===== src/common/tcu_pkg.sv =====
// tcu_pkg: register map, field positions, reset values and
// mode encoding of the three-channel timer/counter unit.
// assumes a 12-bit AXI4-Lite byte address and 32-bit data.
`default_nettype none
package tcu_pkg;
  // ------------------------------------------------------------
  // bus windows and answers
  // ------------------------------------------------------------
  localparam int ADDR_W = 12;
  localparam logic [1:0] WIN_BYTE = 2'h0; // byte regs at 4 * index
  localparam logic [1:0] WIN_BIT = 2'h1; // 0x400 + 4 * bit address
  localparam logic [1:0] RESP_OKAY = 2'h0;
  localparam logic [1:0] RESP_SLVERR = 2'h2;

  // ------------------------------------------------------------
  // register indices (byte address is four times the index)
  // ------------------------------------------------------------
  localparam logic [7:0] IDX_CTL = 8'h88;
  localparam logic [7:0] IDX_MOD = 8'h89;
  localparam logic [7:0] IDX_T2C = 8'hC8;
  localparam logic [7:0] IDX_CAP_LO = 8'hCA;
  localparam logic [7:0] IDX_CAP_HI = 8'hCB;
  localparam logic [7:0] IDX_STAT = 8'hE0;
  localparam logic [7:0] IDX_MASK = 8'hE1;
  // count bytes of channels two, one, zero
  localparam logic [2:0][7:0] IDX_LO = {8'hCC, 8'h8B, 8'h8A};
  localparam logic [2:0][7:0] IDX_HI = {8'hCD, 8'h8D, 8'h8C};

  // ------------------------------------------------------------
  // field positions
  // ------------------------------------------------------------
  localparam int CTL_OVF_ONE = 7;
  localparam int CTL_RUN_ONE = 6;
  localparam int CTL_OVF_ZERO = 5;
  localparam int CTL_RUN_ZERO = 4;
  localparam int MOD_GATE_ONE = 7;
  localparam int MOD_SRC_ONE = 6;
  localparam int MOD_MODE_ONE = 4;
  localparam int MOD_GATE_ZERO = 3;
  localparam int MOD_SRC_ZERO = 2;
  localparam int MOD_MODE_ZERO = 0;
  localparam int T2C_OVF = 7;
  localparam int T2C_RUN = 2;
  localparam int T2C_SRC = 1;
  localparam int IRQ_W = 3;

  // ------------------------------------------------------------
  // reset values
  // ------------------------------------------------------------
  localparam logic [7:0] CTL_RST = 8'h00;
  localparam logic [7:0] MOD_RST = 8'h00;
  localparam logic [7:0] T2C_RST = 8'h00;
  localparam logic [7:0] CNT_RST = 8'h00;
  localparam logic [IRQ_W-1:0] IRQ_RST = 3'h0;

  // counting modes of channels zero and one
  typedef enum logic [1:0] {
    TCU_M_PRESC,
    TCU_M_CASC,
    TCU_M_RELOAD,
    TCU_M_SPLIT
  } tcu_mode_t;
endpackage
`default_nettype wire


===== src/tcu_fall_det.sv =====
// tcu_fall_det: per-channel falling edge finder for count inputs.
// assumes the inputs are synchronous to aclk.
`default_nettype none
module tcu_fall_det #(
  parameter int N_CH = 3
) (
  input wire logic aclk,
  input wire logic aresetn,
  input wire logic [N_CH-1:0] count_in,
  output logic [N_CH-1:0] fall
);
  // ------------------------------------------------------------
  // elaboration check
  // ------------------------------------------------------------
  if (N_CH < 1) begin : g_chk
    $error("tcu_fall_det needs at least one channel");
  end

  // ------------------------------------------------------------
  // sample and compare, one channel per loop step
  // ------------------------------------------------------------
  for (genvar g = 0; g < N_CH; g++) begin : g_ch
    logic smp_r;
    logic fall_r;
    // high sample then low sample gives one pulse
    // levels shorter than a cycle may be missed
    always_ff @(posedge aclk) begin
      if (!aresetn) begin
        smp_r <= 1'b0;
        fall_r <= 1'b0;
      end else begin
        smp_r <= count_in[g];
        fall_r <= smp_r & ~count_in[g];
      end
    end
    assign fall[g] = fall_r;

  end
endmodule
`default_nettype wire


===== src/tcu_timer_unit.sv =====
// tcu_timer_unit: three 16-bit timer/counters behind AXI4-Lite.
// assumes count and interrupt pins synchronous to aclk, and a core
// that pulses the vector acknowledges when it enters a handler.
//
// Summary of operation
// - three 16-bit timer/counters, each a high and a low byte
// - timer mode: low byte steps once per clock cycle
// - counter mode: step on a high sample followed by a low one
// - edge needs two cycles, so counting runs at half clock max
// - gate one set: channel one runs only while its pin is high
// - gate zero set: channel zero runs only while its pin is high
// - source bit one picks pin edges when set, clock when clear
// - mode 00: 5-bit prescaler low byte feeding 8-bit high byte
// - mode 01: high and low cascaded, 16 bits, no prescaler
// - mode 10: 8-bit low byte reloaded from high on overflow
// - channel one mode 11: stopped, value held
// - control registers bit addressable, the rest bytes only
// - channel two has a 16-bit reload register pair
// - overflow sets the flag; vector acknowledge clears it on channels zero and one
// - run bits start and stop channels zero and one
// - channel zero has its own source bit and mode field
// - zero mode 11: low byte on zero controls, high on one's
`default_nettype none
module tcu_timer_unit (
  input wire logic aclk,
  input wire logic aresetn,
  input wire logic count_input_zero,
  input wire logic count_input_one,
  input wire logic count_input_two,
  input wire logic ext_irq_zero_pin,
  input wire logic ext_irq_one_pin,
  input wire logic timer_zero_vector_ack,
  input wire logic timer_one_vector_ack,
  input wire logic [tcu_pkg::ADDR_W-1:0] s_axi_awaddr,
  input wire logic s_axi_awvalid,
  output logic s_axi_awready,
  input wire logic [31:0] s_axi_wdata,
  input wire logic [3:0] s_axi_wstrb,
  input wire logic s_axi_wvalid,
  output logic s_axi_wready,
  output logic [1:0] s_axi_bresp,
  output logic s_axi_bvalid,
  input wire logic s_axi_bready,
  input wire logic [tcu_pkg::ADDR_W-1:0] s_axi_araddr,
  input wire logic s_axi_arvalid,
  output logic s_axi_arready,
  output logic [31:0] s_axi_rdata,
  output logic [1:0] s_axi_rresp,
  output logic s_axi_rvalid,
  input wire logic s_axi_rready,
  output logic timer_zero_overflow_flag,
  output logic timer_one_overflow_flag,
  output logic irq
);
  import tcu_pkg::*;

  // ------------------------------------------------------------
  // state
  // ------------------------------------------------------------
  logic [7:0] ctl_r, ctl_nxt;
  logic [7:0] mod_r;
  logic [7:0] t2c_r, t2c_nxt;
  logic [7:0] cap_lo_r, cap_hi_r;
  logic [2:0][7:0] lo_r, hi_r;
  logic [2:0][7:0] lo_nxt, hi_nxt;
  logic [IRQ_W-1:0] stat_r, stat_nxt, mask_r, mask_nxt;
  logic irq_r;
  logic awrdy_r, wrdy_r, bval_r, arrdy_r, rval_r;
  logic [1:0] bresp_r, rresp_r;
  logic [31:0] rdata_r;
  logic [ADDR_W-1:0] wa_r;
  logic [31:0] wd_r;
  logic ws_r;
  // decode and counting nets
  logic wr_go, wr_en, w_hit, rd_hit;
  logic [7:0] w_idx, r_idx, wv, rd_v;
  logic we_ctl, we_mod, we_t2c, we_cl, we_ch, we_st, we_mk;
  logic [2:0] we_lo, we_hi, wr_t;
  logic [2:0] fall, run, inc, ovf;
  logic [16:0] st0, st1;
  logic [15:0] cnt0, cnt1, cnt2;
  tcu_mode_t m0, m1;

  // ------------------------------------------------------------
  // count input edges
  // ------------------------------------------------------------
  tcu_fall_det #(
    .N_CH(3)
  ) u_fall (
    .aclk(aclk),
    .aresetn(aresetn),
    .count_in({count_input_two, count_input_one, count_input_zero}),
    .fall(fall)
  );

  // ------------------------------------------------------------
  // one counting step for modes 00, 01, 10 and stop
  // ------------------------------------------------------------
  // result is {overflow, high, low}
  function automatic logic [16:0] step(input tcu_mode_t m,
    input logic [7:0] h, input logic [7:0] l, input logic en);
    logic [16:0] r;
    r = {1'b0, h, l};
    if (en) begin
      case (m)
        TCU_M_PRESC: begin // 13 bits
          r[4:0] = l[4:0] + 5'h01;
          if (l[4:0] == 5'h1F) begin
            r[16:8] = {1'b0, h} + 9'h001;
          end
        end
        TCU_M_CASC: begin // 16 bits
          r = {1'b0, h, l} + 17'h00001;
        end
        TCU_M_RELOAD: begin
          if (l == 8'hFF) begin
            r = {1'b1, h, h};
          end else begin
            r[7:0] = l + 8'h01;
          end
        end
        default: begin // held
          r = {1'b0, h, l};
        end
      endcase
    end
    return r;
  endfunction

  // ------------------------------------------------------------
  // run gating, source selection and counting
  // ------------------------------------------------------------
  assign m0 = tcu_mode_t'(mod_r[MOD_MODE_ZERO +: 2]);
  assign m1 = tcu_mode_t'(mod_r[MOD_MODE_ONE +: 2]);
  assign cnt0 = {hi_r[0], lo_r[0]};
  assign cnt1 = {hi_r[1], lo_r[1]};
  assign cnt2 = {hi_r[2], lo_r[2]};

  // run bit plus optional pin gate
  always_comb begin
    run[0] = ctl_r[CTL_RUN_ZERO]
      & (~mod_r[MOD_GATE_ZERO] | ext_irq_zero_pin);
    run[1] = ctl_r[CTL_RUN_ONE]
      & (~mod_r[MOD_GATE_ONE] | ext_irq_one_pin);
    run[2] = t2c_r[T2C_RUN];
    // clock cycle or pin edge
    inc[0] = run[0] & (mod_r[MOD_SRC_ZERO] ? fall[0] : 1'b1);
    inc[1] = run[1] & (mod_r[MOD_SRC_ONE] ? fall[1] : 1'b1);
    inc[2] = run[2] & (t2c_r[T2C_SRC] ? fall[2] : 1'b1);
  end

  // next counts and overflow events of all channels
  always_comb begin
    st0 = step(m0, hi_r[0], lo_r[0], inc[0]);
    st1 = step(m1, hi_r[1], lo_r[1], inc[1]);
    lo_nxt = lo_r;
    hi_nxt = hi_r;
    ovf = 3'h0;
    {hi_nxt[1], lo_nxt[1]} = st1[15:0];
    if (m0 == TCU_M_SPLIT) begin
      lo_nxt[0] = lo_r[0] + {7'h00, inc[0]};
      ovf[0] = inc[0] & (lo_r[0] == 8'hFF);
      hi_nxt[0] = hi_r[0] + {7'h00, run[1]};
      ovf[1] = run[1] & (hi_r[0] == 8'hFF);
    end else begin
      {hi_nxt[0], lo_nxt[0]} = st0[15:0];
      ovf[0] = st0[16];
      ovf[1] = st1[16];
    end
    // channel two: 16 bits with reload from the pair
    if (inc[2]) begin
      if (cnt2 == 16'hFFFF) begin
        {hi_nxt[2], lo_nxt[2]} = {cap_hi_r, cap_lo_r};
        ovf[2] = 1'b1;
      end else begin
        {hi_nxt[2], lo_nxt[2]} = cnt2 + 16'h0001;
      end
    end
  end

  // ------------------------------------------------------------
  // write decode
  // ------------------------------------------------------------
  assign wr_go = ~awrdy_r & ~wrdy_r & ~bval_r;
  assign wr_en = wr_go & ws_r;
  assign w_idx = wa_r[9:2];
  assign wr_t = we_lo | we_hi;

  // bit window only reaches the two control registers
  always_comb begin
    w_hit = 1'b0;
    wv = wd_r[7:0];
    {we_ctl, we_mod, we_t2c, we_cl, we_ch, we_st, we_mk} = 7'h00;
    we_lo = 3'h0;
    we_hi = 3'h0;
    if (wa_r[11:10] == WIN_BIT) begin
      if (w_idx[7:3] == IDX_CTL[7:3]) begin
        w_hit = 1'b1;
        wv = ctl_r;
        wv[w_idx[2:0]] = wd_r[0];
        we_ctl = wr_en;
      end else if (w_idx[7:3] == IDX_T2C[7:3]) begin
        w_hit = 1'b1;
        wv = t2c_r;
        wv[w_idx[2:0]] = wd_r[0];
        we_t2c = wr_en;
      end
    end else if (wa_r[11:10] == WIN_BYTE) begin
      w_hit = 1'b1;
      if (w_idx == IDX_CTL) begin
        we_ctl = wr_en;
      end else if (w_idx == IDX_MOD) begin
        we_mod = wr_en;
      end else if (w_idx == IDX_T2C) begin
        we_t2c = wr_en;
      end else if (w_idx == IDX_CAP_LO) begin
        we_cl = wr_en;
      end else if (w_idx == IDX_CAP_HI) begin
        we_ch = wr_en;
      end else if (w_idx == IDX_STAT) begin
        we_st = wr_en;
      end else if (w_idx == IDX_MASK) begin
        we_mk = wr_en;
      end else begin
        w_hit = 1'b0;
      end
      for (int i = 0; i < 3; i++) begin
        if (w_idx == IDX_LO[i]) begin
          w_hit = 1'b1;
          we_lo[i] = wr_en;
        end
        if (w_idx == IDX_HI[i]) begin
          w_hit = 1'b1;
          we_hi[i] = wr_en;
        end
      end
    end
  end

  // ------------------------------------------------------------
  // read decode
  // ------------------------------------------------------------
  assign r_idx = s_axi_araddr[9:2];

  // single bits of the control registers
  always_comb begin
    rd_v = 8'h00;
    rd_hit = 1'b1;
    if (s_axi_araddr[11:10] == WIN_BIT) begin
      if (r_idx[7:3] == IDX_CTL[7:3]) begin
        rd_v = {7'h00, ctl_r[r_idx[2:0]]};
      end else if (r_idx[7:3] == IDX_T2C[7:3]) begin
        rd_v = {7'h00, t2c_r[r_idx[2:0]]};
      end else begin
        rd_hit = 1'b0;
      end
    end else if (s_axi_araddr[11:10] == WIN_BYTE) begin
      if (r_idx == IDX_CTL) begin
        rd_v = ctl_r;
      end else if (r_idx == IDX_MOD) begin
        rd_v = mod_r;
      end else if (r_idx == IDX_T2C) begin
        rd_v = t2c_r;
      end else if (r_idx == IDX_CAP_LO) begin
        rd_v = cap_lo_r;
      end else if (r_idx == IDX_CAP_HI) begin
        rd_v = cap_hi_r;
      end else if (r_idx == IDX_STAT) begin
        rd_v = {5'h00, stat_r};
      end else if (r_idx == IDX_MASK) begin
        rd_v = {5'h00, mask_r};
      end else begin
        rd_hit = 1'b0;
      end
      for (int i = 0; i < 3; i++) begin
        if (r_idx == IDX_LO[i]) begin
          rd_v = lo_r[i];
          rd_hit = 1'b1;
        end
        if (r_idx == IDX_HI[i]) begin
          rd_v = hi_r[i];
          rd_hit = 1'b1;
        end
      end
    end else begin
      rd_hit = 1'b0;
    end
  end

  // ------------------------------------------------------------
  // flags: set wins over acknowledge and over software clear
  // ------------------------------------------------------------
  always_comb begin
    ctl_nxt = ctl_r;
    if (timer_zero_vector_ack) begin
      ctl_nxt[CTL_OVF_ZERO] = 1'b0;
    end
    if (timer_one_vector_ack) begin
      ctl_nxt[CTL_OVF_ONE] = 1'b0;
    end
    if (we_ctl) begin
      ctl_nxt = wv;
    end
    // hardware set of overflow flags
    ctl_nxt[CTL_OVF_ZERO] = ctl_nxt[CTL_OVF_ZERO] | ovf[0];
    ctl_nxt[CTL_OVF_ONE] = ctl_nxt[CTL_OVF_ONE] | ovf[1];
    t2c_nxt = we_t2c ? wv : t2c_r;
    t2c_nxt[T2C_OVF] = t2c_nxt[T2C_OVF] | ovf[2];
    stat_nxt = (we_st ? stat_r & ~wv[2:0] : stat_r) | ovf;
    mask_nxt = we_mk ? wv[2:0] : mask_r;
  end

  // control, mode and interrupt registers
  always_ff @(posedge aclk) begin
    if (!aresetn) begin
      ctl_r <= CTL_RST;
      mod_r <= MOD_RST;
      t2c_r <= T2C_RST;
      stat_r <= IRQ_RST;
      mask_r <= IRQ_RST;
      irq_r <= 1'b0;
    end else begin
      ctl_r <= ctl_nxt;
      mod_r <= we_mod ? wv : mod_r;
      t2c_r <= t2c_nxt;
      stat_r <= stat_nxt;
      mask_r <= mask_nxt;
      irq_r <= |(stat_nxt & mask_nxt);
    end
  end

  // count and reload bytes; a software write beats the count
  always_ff @(posedge aclk) begin
    if (!aresetn) begin
      lo_r <= {3{CNT_RST}};
      hi_r <= {3{CNT_RST}};
      cap_lo_r <= CNT_RST;
      cap_hi_r <= CNT_RST;
    end else begin
      for (int i = 0; i < 3; i++) begin
        lo_r[i] <= we_lo[i] ? wv : lo_nxt[i];
        hi_r[i] <= we_hi[i] ? wv : hi_nxt[i];
      end
      cap_lo_r <= we_cl ? wv : cap_lo_r;
      cap_hi_r <= we_ch ? wv : cap_hi_r;
    end
  end

  // ------------------------------------------------------------
  // AXI4-Lite write channels
  // ------------------------------------------------------------
  always_ff @(posedge aclk) begin
    if (!aresetn) begin
      awrdy_r <= 1'b1;
      wa_r <= '0;
    end else if (s_axi_awvalid && awrdy_r) begin
      awrdy_r <= 1'b0;
      wa_r <= s_axi_awaddr;
    end else if (bval_r && s_axi_bready) begin
      awrdy_r <= 1'b1;
    end
  end

  always_ff @(posedge aclk) begin
    if (!aresetn) begin
      wrdy_r <= 1'b1;
      wd_r <= 32'h0000_0000;
      ws_r <= 1'b0;
    end else if (s_axi_wvalid && wrdy_r) begin
      wrdy_r <= 1'b0;
      wd_r <= s_axi_wdata;
      ws_r <= s_axi_wstrb[0];
    end else if (bval_r && s_axi_bready) begin
      wrdy_r <= 1'b1;
    end
  end

  // response one cycle after both halves are held
  always_ff @(posedge aclk) begin
    if (!aresetn) begin
      bval_r <= 1'b0;
      bresp_r <= RESP_OKAY;
    end else if (wr_go) begin
      bval_r <= 1'b1;
      bresp_r <= w_hit ? RESP_OKAY : RESP_SLVERR;
    end else if (bval_r && s_axi_bready) begin
      bval_r <= 1'b0;
    end
  end

  // ------------------------------------------------------------
  // AXI4-Lite read channels
  // ------------------------------------------------------------
  always_ff @(posedge aclk) begin
    if (!aresetn) begin
      arrdy_r <= 1'b1;
      rval_r <= 1'b0;
      rdata_r <= 32'h0000_0000;
      rresp_r <= RESP_OKAY;
    end else if (s_axi_arvalid && arrdy_r) begin
      arrdy_r <= 1'b0;
      rval_r <= 1'b1;
      rdata_r <= {24'h00_0000, rd_v};
      rresp_r <= rd_hit ? RESP_OKAY : RESP_SLVERR;
    end else if (rval_r && s_axi_rready) begin
      arrdy_r <= 1'b1;
      rval_r <= 1'b0;
    end
  end

  // outputs straight from flip-flops
  assign s_axi_awready = awrdy_r;
  assign s_axi_wready = wrdy_r;
  assign s_axi_bvalid = bval_r;
  assign s_axi_bresp = bresp_r;
  assign s_axi_arready = arrdy_r;
  assign s_axi_rvalid = rval_r;
  assign s_axi_rdata = rdata_r;
  assign s_axi_rresp = rresp_r;
  assign timer_zero_overflow_flag = ctl_r[CTL_OVF_ZERO];
  assign timer_one_overflow_flag = ctl_r[CTL_OVF_ONE];
  assign irq = irq_r;
endmodule
`default_nettype wire


===== config.mk =====
export PLATFORM = sky130hd
export DESIGN_NAME = tcu_timer_unit
export DESIGN_NICKNAME = d
export VERILOG_FILES = /design/src/common/tcu_pkg.sv /design/src/tcu_fall_det.sv /design/src/tcu_timer_unit.sv
export SDC_FILE = /design/constraint.sdc
export NUM_CORES = 1
export LEC_CHECK = 0
export BUFFER_PORTS_ARGS = -buffer_cell sky130_fd_sc_hd__buf_4
export CAP_MARGIN = 30
export CORE_ASPECT_RATIO = 0.5
export CORE_MARGIN = 3
export CORE_UTILIZATION = 55
export DETAILED_ROUTE_END_ITERATION = 8
export PLACE_DENSITY = 0.82
export SYNTH_ARGS = -nofsm -noshare
export SYNTH_HDL_FRONTEND = slang
export SYNTH_SLANG_ARGS = --single-unit

===== constraint.sdc =====
create_clock -name aclk -period 3.9 [get_ports aclk]
set_input_delay 0.585 -clock aclk [delete_from_list [all_inputs] [get_ports aclk]]
set_output_delay 0.585 -clock aclk [all_outputs]
set_load 0.005 [all_outputs]

**Word-level counts from Yosys, hierarchy flattened**

Index checks and enable logic that the tools add are counted.

- Register bits after elaboration: 139
- Input port bits: 74

- $lt $le $gt $ge: 3
- Muxes and demuxes: 166
- Bitwise logic cells: 30
- Equal/unequal tests: 47
- $add $sub $neg: 11
- Reduce and logical (&&, ||, !) cells: 33

Operators by type and width:

| operator | number |
|---|---|
| $mux W8 | 32 |
| $eq A8 B8 Y1 const B | 29 |
| $mux W1 | 106 |
| $pmux W9 S3 | 2 |
| $mux W9 | 4 |
| $add A16 B1 Y17 const B | 2 |
| $mux W17 | 2 |
| $eq A5 B5 Y1 const B | 6 |
| $pmux W5 S3 | 2 |
| $mux W3 | 8 |
| $add A8 B1 Y9 const B | 2 |
| $add A16 B1 Y16 const B | 1 |
| $add A8 B1 Y8 | 2 |
| $add A8 B1 Y8 const B | 2 |
| $bwmux W8 | 2 |
| $eq A16 B16 Y1 const B | 1 |
| $reduce_bool A2 Y1 | 8 |
| $and A1 B1 Y1 | 13 |
| $pmux W3 S2 | 2 |
| $reduce_bool A3 Y1 | 4 |
| $reduce_bool A4 Y1 | 3 |
| $add A5 B1 Y5 const B | 2 |
| $eq A2 B1 Y1 const B | 4 |
| $logic_not A2 Y1 | 4 |
| 19 further kinds | 47 |

**Longest topological paths before layout**

- Word-level depth: 17
- Depth in mapped cells: 10
- Depth with buffers taken out: 10

**Cells and area by module**

Synthesis repeated with hierarchy kept, for this count alone.

- Cell total of the unflattened synthesis: 1248
- Area, all modules: 9419.0 µm²

By module, submodules not included:

| module | cells each | times used | area each (µm²) |
|---|---|---|---|
| tcu_timer_unit | 1233 | 1 | 9227.6 |
| tcu_fall_det | 15 | 1 | 191.4 |

**Worst setup path before layout**

Ideal clock, no wire load.

- Kind: input-to-reg
- Start point: input port s_axi_araddr[4] (netlist name)
- End point: register rdata_r[3], in the netlist s_axi_rdata[3]
- Arrival: 2.275 ns
- Setup time: 0.117 ns
- Data required time: 3.783 ns
- Stages: 8
- Path slack: 1.508 ns
- Cell sequence: buf_2 > or4b_4 > nor3b_4 > buf_4 > nand3_1 > o22ai_1 > o22ai_1 > a32o_1

- Cells in the longest elaborated chain, start to end: 14

RTL lines:

| element | line | text |
|---|---|---|
| start, declared | tcu_timer_unit.sv:44 | `input wire logic [tcu_pkg::ADDR_W-1:0] s_axi_araddr,` |
| $eq A8 B8 Y1 | tcu_timer_unit.sv:266 | `end else if (r_idx == IDX_CAP_HI) begin` |
| $mux W8 | tcu_timer_unit.sv:266 |  |
| $mux W8 | tcu_timer_unit.sv:264 | `end else if (r_idx == IDX_CAP_LO) begin` |
| $mux W8 | tcu_timer_unit.sv:262 | `end else if (r_idx == IDX_T2C) begin` |
| $mux W8 | tcu_timer_unit.sv:260 | `end else if (r_idx == IDX_MOD) begin` |
| $mux W8 | tcu_timer_unit.sv:258 | `if (r_idx == IDX_CTL) begin` |
| $mux W8 | tcu_timer_unit.sv:276 | `if (r_idx == IDX_LO[i]) begin` |
| $mux W8 | tcu_timer_unit.sv:280 | `if (r_idx == IDX_HI[i]) begin` |
| $mux W8 | tcu_timer_unit.sv:276 |  |
| $mux W8 | tcu_timer_unit.sv:280 |  |
| $mux W8 | tcu_timer_unit.sv:276 |  |
| $mux W8 * | tcu_timer_unit.sv:280 |  |
| $mux W8 * | tcu_timer_unit.sv:257 | `end else if (s_axi_araddr[11:10] == WIN_BYTE) begin` |
| $mux W8 * | tcu_timer_unit.sv:249 | `if (s_axi_araddr[11:10] == WIN_BIT) begin` |
| end signal, assigned | tcu_timer_unit.sv:403 | `rdata_r <= {24'h00_0000, rd_v};` |
| end, declared | tcu_timer_unit.sv:70 | `logic [31:0] rdata_r;` |

Mark *: on every way between the ends. The rest lies on a longest branch, timed or not.
A chain may end at the register's enable or synchronous reset.

**Final worst setup path**

- Start point: register wa_r[8]
- End point: register irq_r, in the netlist irq

- Cells in the longest elaborated chain, start to end: 13

RTL lines:

| element | line | text |
|---|---|---|
| start, declared | tcu_timer_unit.sv:71 | `logic [ADDR_W-1:0] wa_r;` |
| start signal, assigned | tcu_timer_unit.sv:358 | `wa_r <= s_axi_awaddr;` |
| $eq A8 B8 Y1 (on tied branches) | tcu_timer_unit.sv:220, tcu_timer_unit.sv:222 |  |
| $mux W1 (on tied branches) | tcu_timer_unit.sv:220, tcu_timer_unit.sv:222 |  |
| $mux W1 (on tied branches) | tcu_timer_unit.sv:218, tcu_timer_unit.sv:220 |  |
| $mux W1 (on tied branches) | tcu_timer_unit.sv:216, tcu_timer_unit.sv:218 |  |
| $mux W1 (on tied branches) | tcu_timer_unit.sv:214, tcu_timer_unit.sv:216 |  |
| $mux W1 (on tied branches) | tcu_timer_unit.sv:212, tcu_timer_unit.sv:214 |  |
| $mux W1 (on tied branches) | tcu_timer_unit.sv:210, tcu_timer_unit.sv:212 |  |
| $mux W1 (on tied branches) | tcu_timer_unit.sv:208, tcu_timer_unit.sv:210 |  |
| $mux W1 (on tied branches) | tcu_timer_unit.sv:196, tcu_timer_unit.sv:208 |  |
| $mux W3 or $mux W1 (tied branches) | tcu_timer_unit.sv:309, tcu_timer_unit.sv:196 |  |
| $or A3 B3 Y3 or $mux W3 (tied branches) | tcu_timer_unit.sv:309, tcu_timer_unit.sv:310 |  |
| $and A3 B3 Y3 * | tcu_timer_unit.sv:328 | `irq_r <= \|(stat_nxt & mask_nxt);` |
| $reduce_or A3 Y1 * | tcu_timer_unit.sv:328 |  |
| end signal, assigned | tcu_timer_unit.sv:328 |  |
| end, declared | tcu_timer_unit.sv:67 | `logic irq_r;` |

Marks and branches as above.

==> metrics.md <==
| Metric | Value |
|---|---|
| GRT met2 Usage | `0.480` |
| PortBufs | `60` |
| Crit path required time | `4.22 ns` |
| Grt met3 use | `0.0974` |
| Vias in the first global route | `8,724` |
| Gr ovfl total | `0` |
| Cell depth of the worst flop-to-flop path | `6` |
| Crit path DAT | `3.06 ns` |
| Total core area | `0.0158 mm^2` |
| Critical path launch point type | `flop` |
| Post-synth EDFFs | `0` |
| Clock share of power | `0.501` |
| Die Span Y | `97.0 um` |
| Setup bufs post-CTS | `0` |
| Drt drc | `0` |
| Worst hold path type | `input port to flop` |
| H-tree depth | `4` |
| Fraction of registers with async set/reset | `0` |
| Total wire length | `30,700 um` |
| Global-route wire length before repair | `47,800 um` |
| Worst R2R Setup Slack | `1.16 ns` |
| Nets | `1,298` |
| Sequential fraction of the synthesis area | `0.297` |
| Post-cts resize count | `0` |
| Clk_lat worst skew | `0.43 ns` |
| Mean Syn Cell Area | `7.66 um^2` |
| Synth Register Bits | `135` |
| Share of layout cells above drive strength 1 | `0.121` |
| Final setup fails | `0` |
| Setup TNS | `0 ns` |
| Core Rows | `32` |
| Psw | `0.000865 W` |
| TritonCTS clock tree | `built` |
| Maximum VDD drop | `0.000287 V` |
| Pre-CTS WS | `1.02 ns` |
| Leakage | `3.55 nW` |
| Rel. slew slack | `0.373` |
| ANT cells | `0` |
| # hold bufs at CTS | `0` |
| Top_reg_cell synth | `dfxtp_1` |
| Run status | `finished clean` |
| Logic pwr share | `0.074` |
| Post-layout worst setup margin | `1.16 ns` |
| DP HPWL | `22,000 um` |
| Reg power frac | `0.425` |
| Post-Synthesis Cells | `1,188` |
| Final Hold Fails | `0` |
| RePlAce Congestion | `0.999` |
| Vias per cell | `6.74` |
| Clock Sinks | `135` |
| Area of the mapped netlist | `0.00910 mm^2` |
| Max FO, Critical Path | `17` |
| DRT iter0 DRCs | `1,377` |
| CTS root buffer | `clkbuf_16` |
| Initial core utilization | `0.577` |
| Top Ports | `118` |
| Total GRT Usage | `0.327` |
| Die width | `188 um` |
| Hold path cells | `2` |
| Unrepaired setup endpoints after global routing | `false` |
| Power Internal | `0.00249 W` |
| Worst setup path class | `flop to flop` |
| Die area | `0.0182 mm^2` |
| Fin crit share | `0.702` |
| Worst-margin pin slew | `0.937 ns` |
| Peak Freq | `365 MHz` |
| CP Capture Type | `flop` |
| P&R area growth vs syn | `11.2%` |
| M1 GR Usage | `0.459` |
| Max cap viols | `0` |
| Clock Pin Slew Worst Setup and Hold Paths | `0.06 ns` |
| P per Cell Area | `332 mW/mm^2` |
| Final Max Tran Viols | `0` |
| Clock Path Buffers | `2` |
| Cell variety after synth | `83` |
| Initial antenna violation count | `0` |
| Tmin final | `2.74 ns` |
| TritonCTS Buffers | `17` |
| Final ANT Viol Nets | `0` |
| Yosys warns | `0` |
| Routed vias | `9,695` |
| Final Skew | `0.0114 ns` |
| Pre-antenna DRT Iters | `8` |
| Gr busiest metal | `met2` |
| Net Sw Frac | `0.258` |
| Per-cell routed wire length | `21.4 um` |
| Hold slack | `0.309 ns` |
| Largest net degree at the start of global routing | `47` |
## synthesized netlist by cell type, types with 5 or more instances
cell       instances  share of area
nand2_1          129          0.053
a21o_1             9         0.0074
nand4_1           11         0.0076
buf_2             11         0.0060
nor2b_1            9         0.0062
nor2_1            99          0.041
nor3b_1           10         0.0082
o221ai_1           7         0.0067
a21oi_1           91          0.050
o21ai_0           77          0.042
a22o_1             5         0.0048
o2bb2ai_1          6         0.0058
a22oi_1            5         0.0041
o211ai_1          12         0.0099
mux2_2            13          0.016
a32o_1             6         0.0066
xor2_1             5         0.0048
dfxtp_1          135           0.30
nand3_1           53          0.029
xnor2_1            5         0.0048
ha_1              20          0.027
buf_1              5         0.0021
nor3_1            20          0.011
a31oi_1           24          0.016
a221oi_1          18          0.017
buf_4             30          0.025
a211oi_1          56          0.046
or3_1              5         0.0034
clkbuf_1          55          0.023
mux2i_1           31          0.034
inv_1             26          0.011
and4_1             5         0.0048
nand2b_1          17          0.012
o21a_1            17          0.014
and3_1            23          0.016
o22ai_1           24          0.016
and2_1            19          0.013
o31ai_1            6         0.0049
nor4_1            10         0.0069
## layer usage
| metal | wire length, um | part of all wire | up-vias |
|---|---|---|---|
| met5 | 0 | 0 | - |
| met4 | 633 | 0.021 | 0 |
| met3 | 4360 | 0.14 | 70 |
| met2 | 13100 | 0.43 | 678 |
| met1 | 12600 | 0.41 | 4535 |
| li1 | - | - | 4412 |
## registers in the layout (all words and copies together), names as in the netlist, 10 cells and up
name / flops
cnt0: 16
cnt1: 16
cnt2: 16
wa_r: 10
## final cells by class
| type | count | area [um^2] |
|---|---|---|
| multi-input cells | 950 | 5880 |
| repair buffers | 74 | 553 |
| inverters | 26 | 97.6 |
| flip-flops and latches | 135 | 2700 |
| clock inverters | 12 | 141 |
| fillers | 1366 | 5650 |
| well taps | 221 | 277 |
| clock buffers | 20 | 467 |
## power by group through the flow
stage / clock network [W] / logic (W) / registers [W]
finish: 0.00168 / 0.000249 / 0.00143
global route: 0.00175 / 0.000265 / 0.00143
CTS: 0.00168 / 0.000240 / 0.00142
detailed placement: 0 / 0.000238 / 0.00145
global placement: 0 / 0.000233 / 0.00145
floorplan: 0 / 0.000164 / 0.00144
## worst max-delay path: stages (launching register included)
cell,delay [ns]
dfxtp_1,0.84
nand4b_1,0.26
nor4_2,0.53
nand3_1,0.29
o21ai_0,0.32
a211oi_1,0.12
a211o_1,0.27
## final timing paths
kind | startpoint | endpoint
worst max-delay path | wa_r[8] | irq
worst min-delay path | count_input_zero | u_fall.g_ch[0].fall_r
worst min register to register | u_fall.g_ch[0].smp_r | u_fall.g_ch[0].fall_r
worst max register to register | wa_r[8] | irq
## through the flow
step                      instance area (um^2)  total power (W)  instances   util
after floorplan                           9190          0.00161       1213      -
after global placement                    9500          0.00169       1404  0.602
after detailed placement                  9500          0.00169       1404  0.602
after CTS                                10100          0.00334       1436  0.641
after global routing                     10100          0.00344       1438  0.642
final                                    10100          0.00336       1438  0.642
## logic make-up after synthesis
kind of cell / count (synthesis) / share of synthesized area
simple gates: 446 / 0.249
compound gates: 400 / 0.289
flops: 135 / 0.297
buf+inv: 128 / 0.0668
mux: 48 / 0.0601
fa+ha+maj: 20 / 0.0275
xor+xnor: 10 / 0.00962
other cells: 1 / 0.000412
## layout by cell type, fill, tap and decap left out, types with 25 or more instances in the layout
| cell type | instances |
|---|---|
| conb_1 | 26 |
| nand3_1 | 53 |
| nand2_1 | 129 |
| inv_1 | 25 |
| nor2_1 | 99 |
| o21ai_0 | 76 |
| a21oi_1 | 91 |
| buf_4 | 73 |
| a211oi_1 | 56 |
| mux2i_1 | 31 |
| dfxtp_1 | 135 |
(Power assumes the default switching activity.)
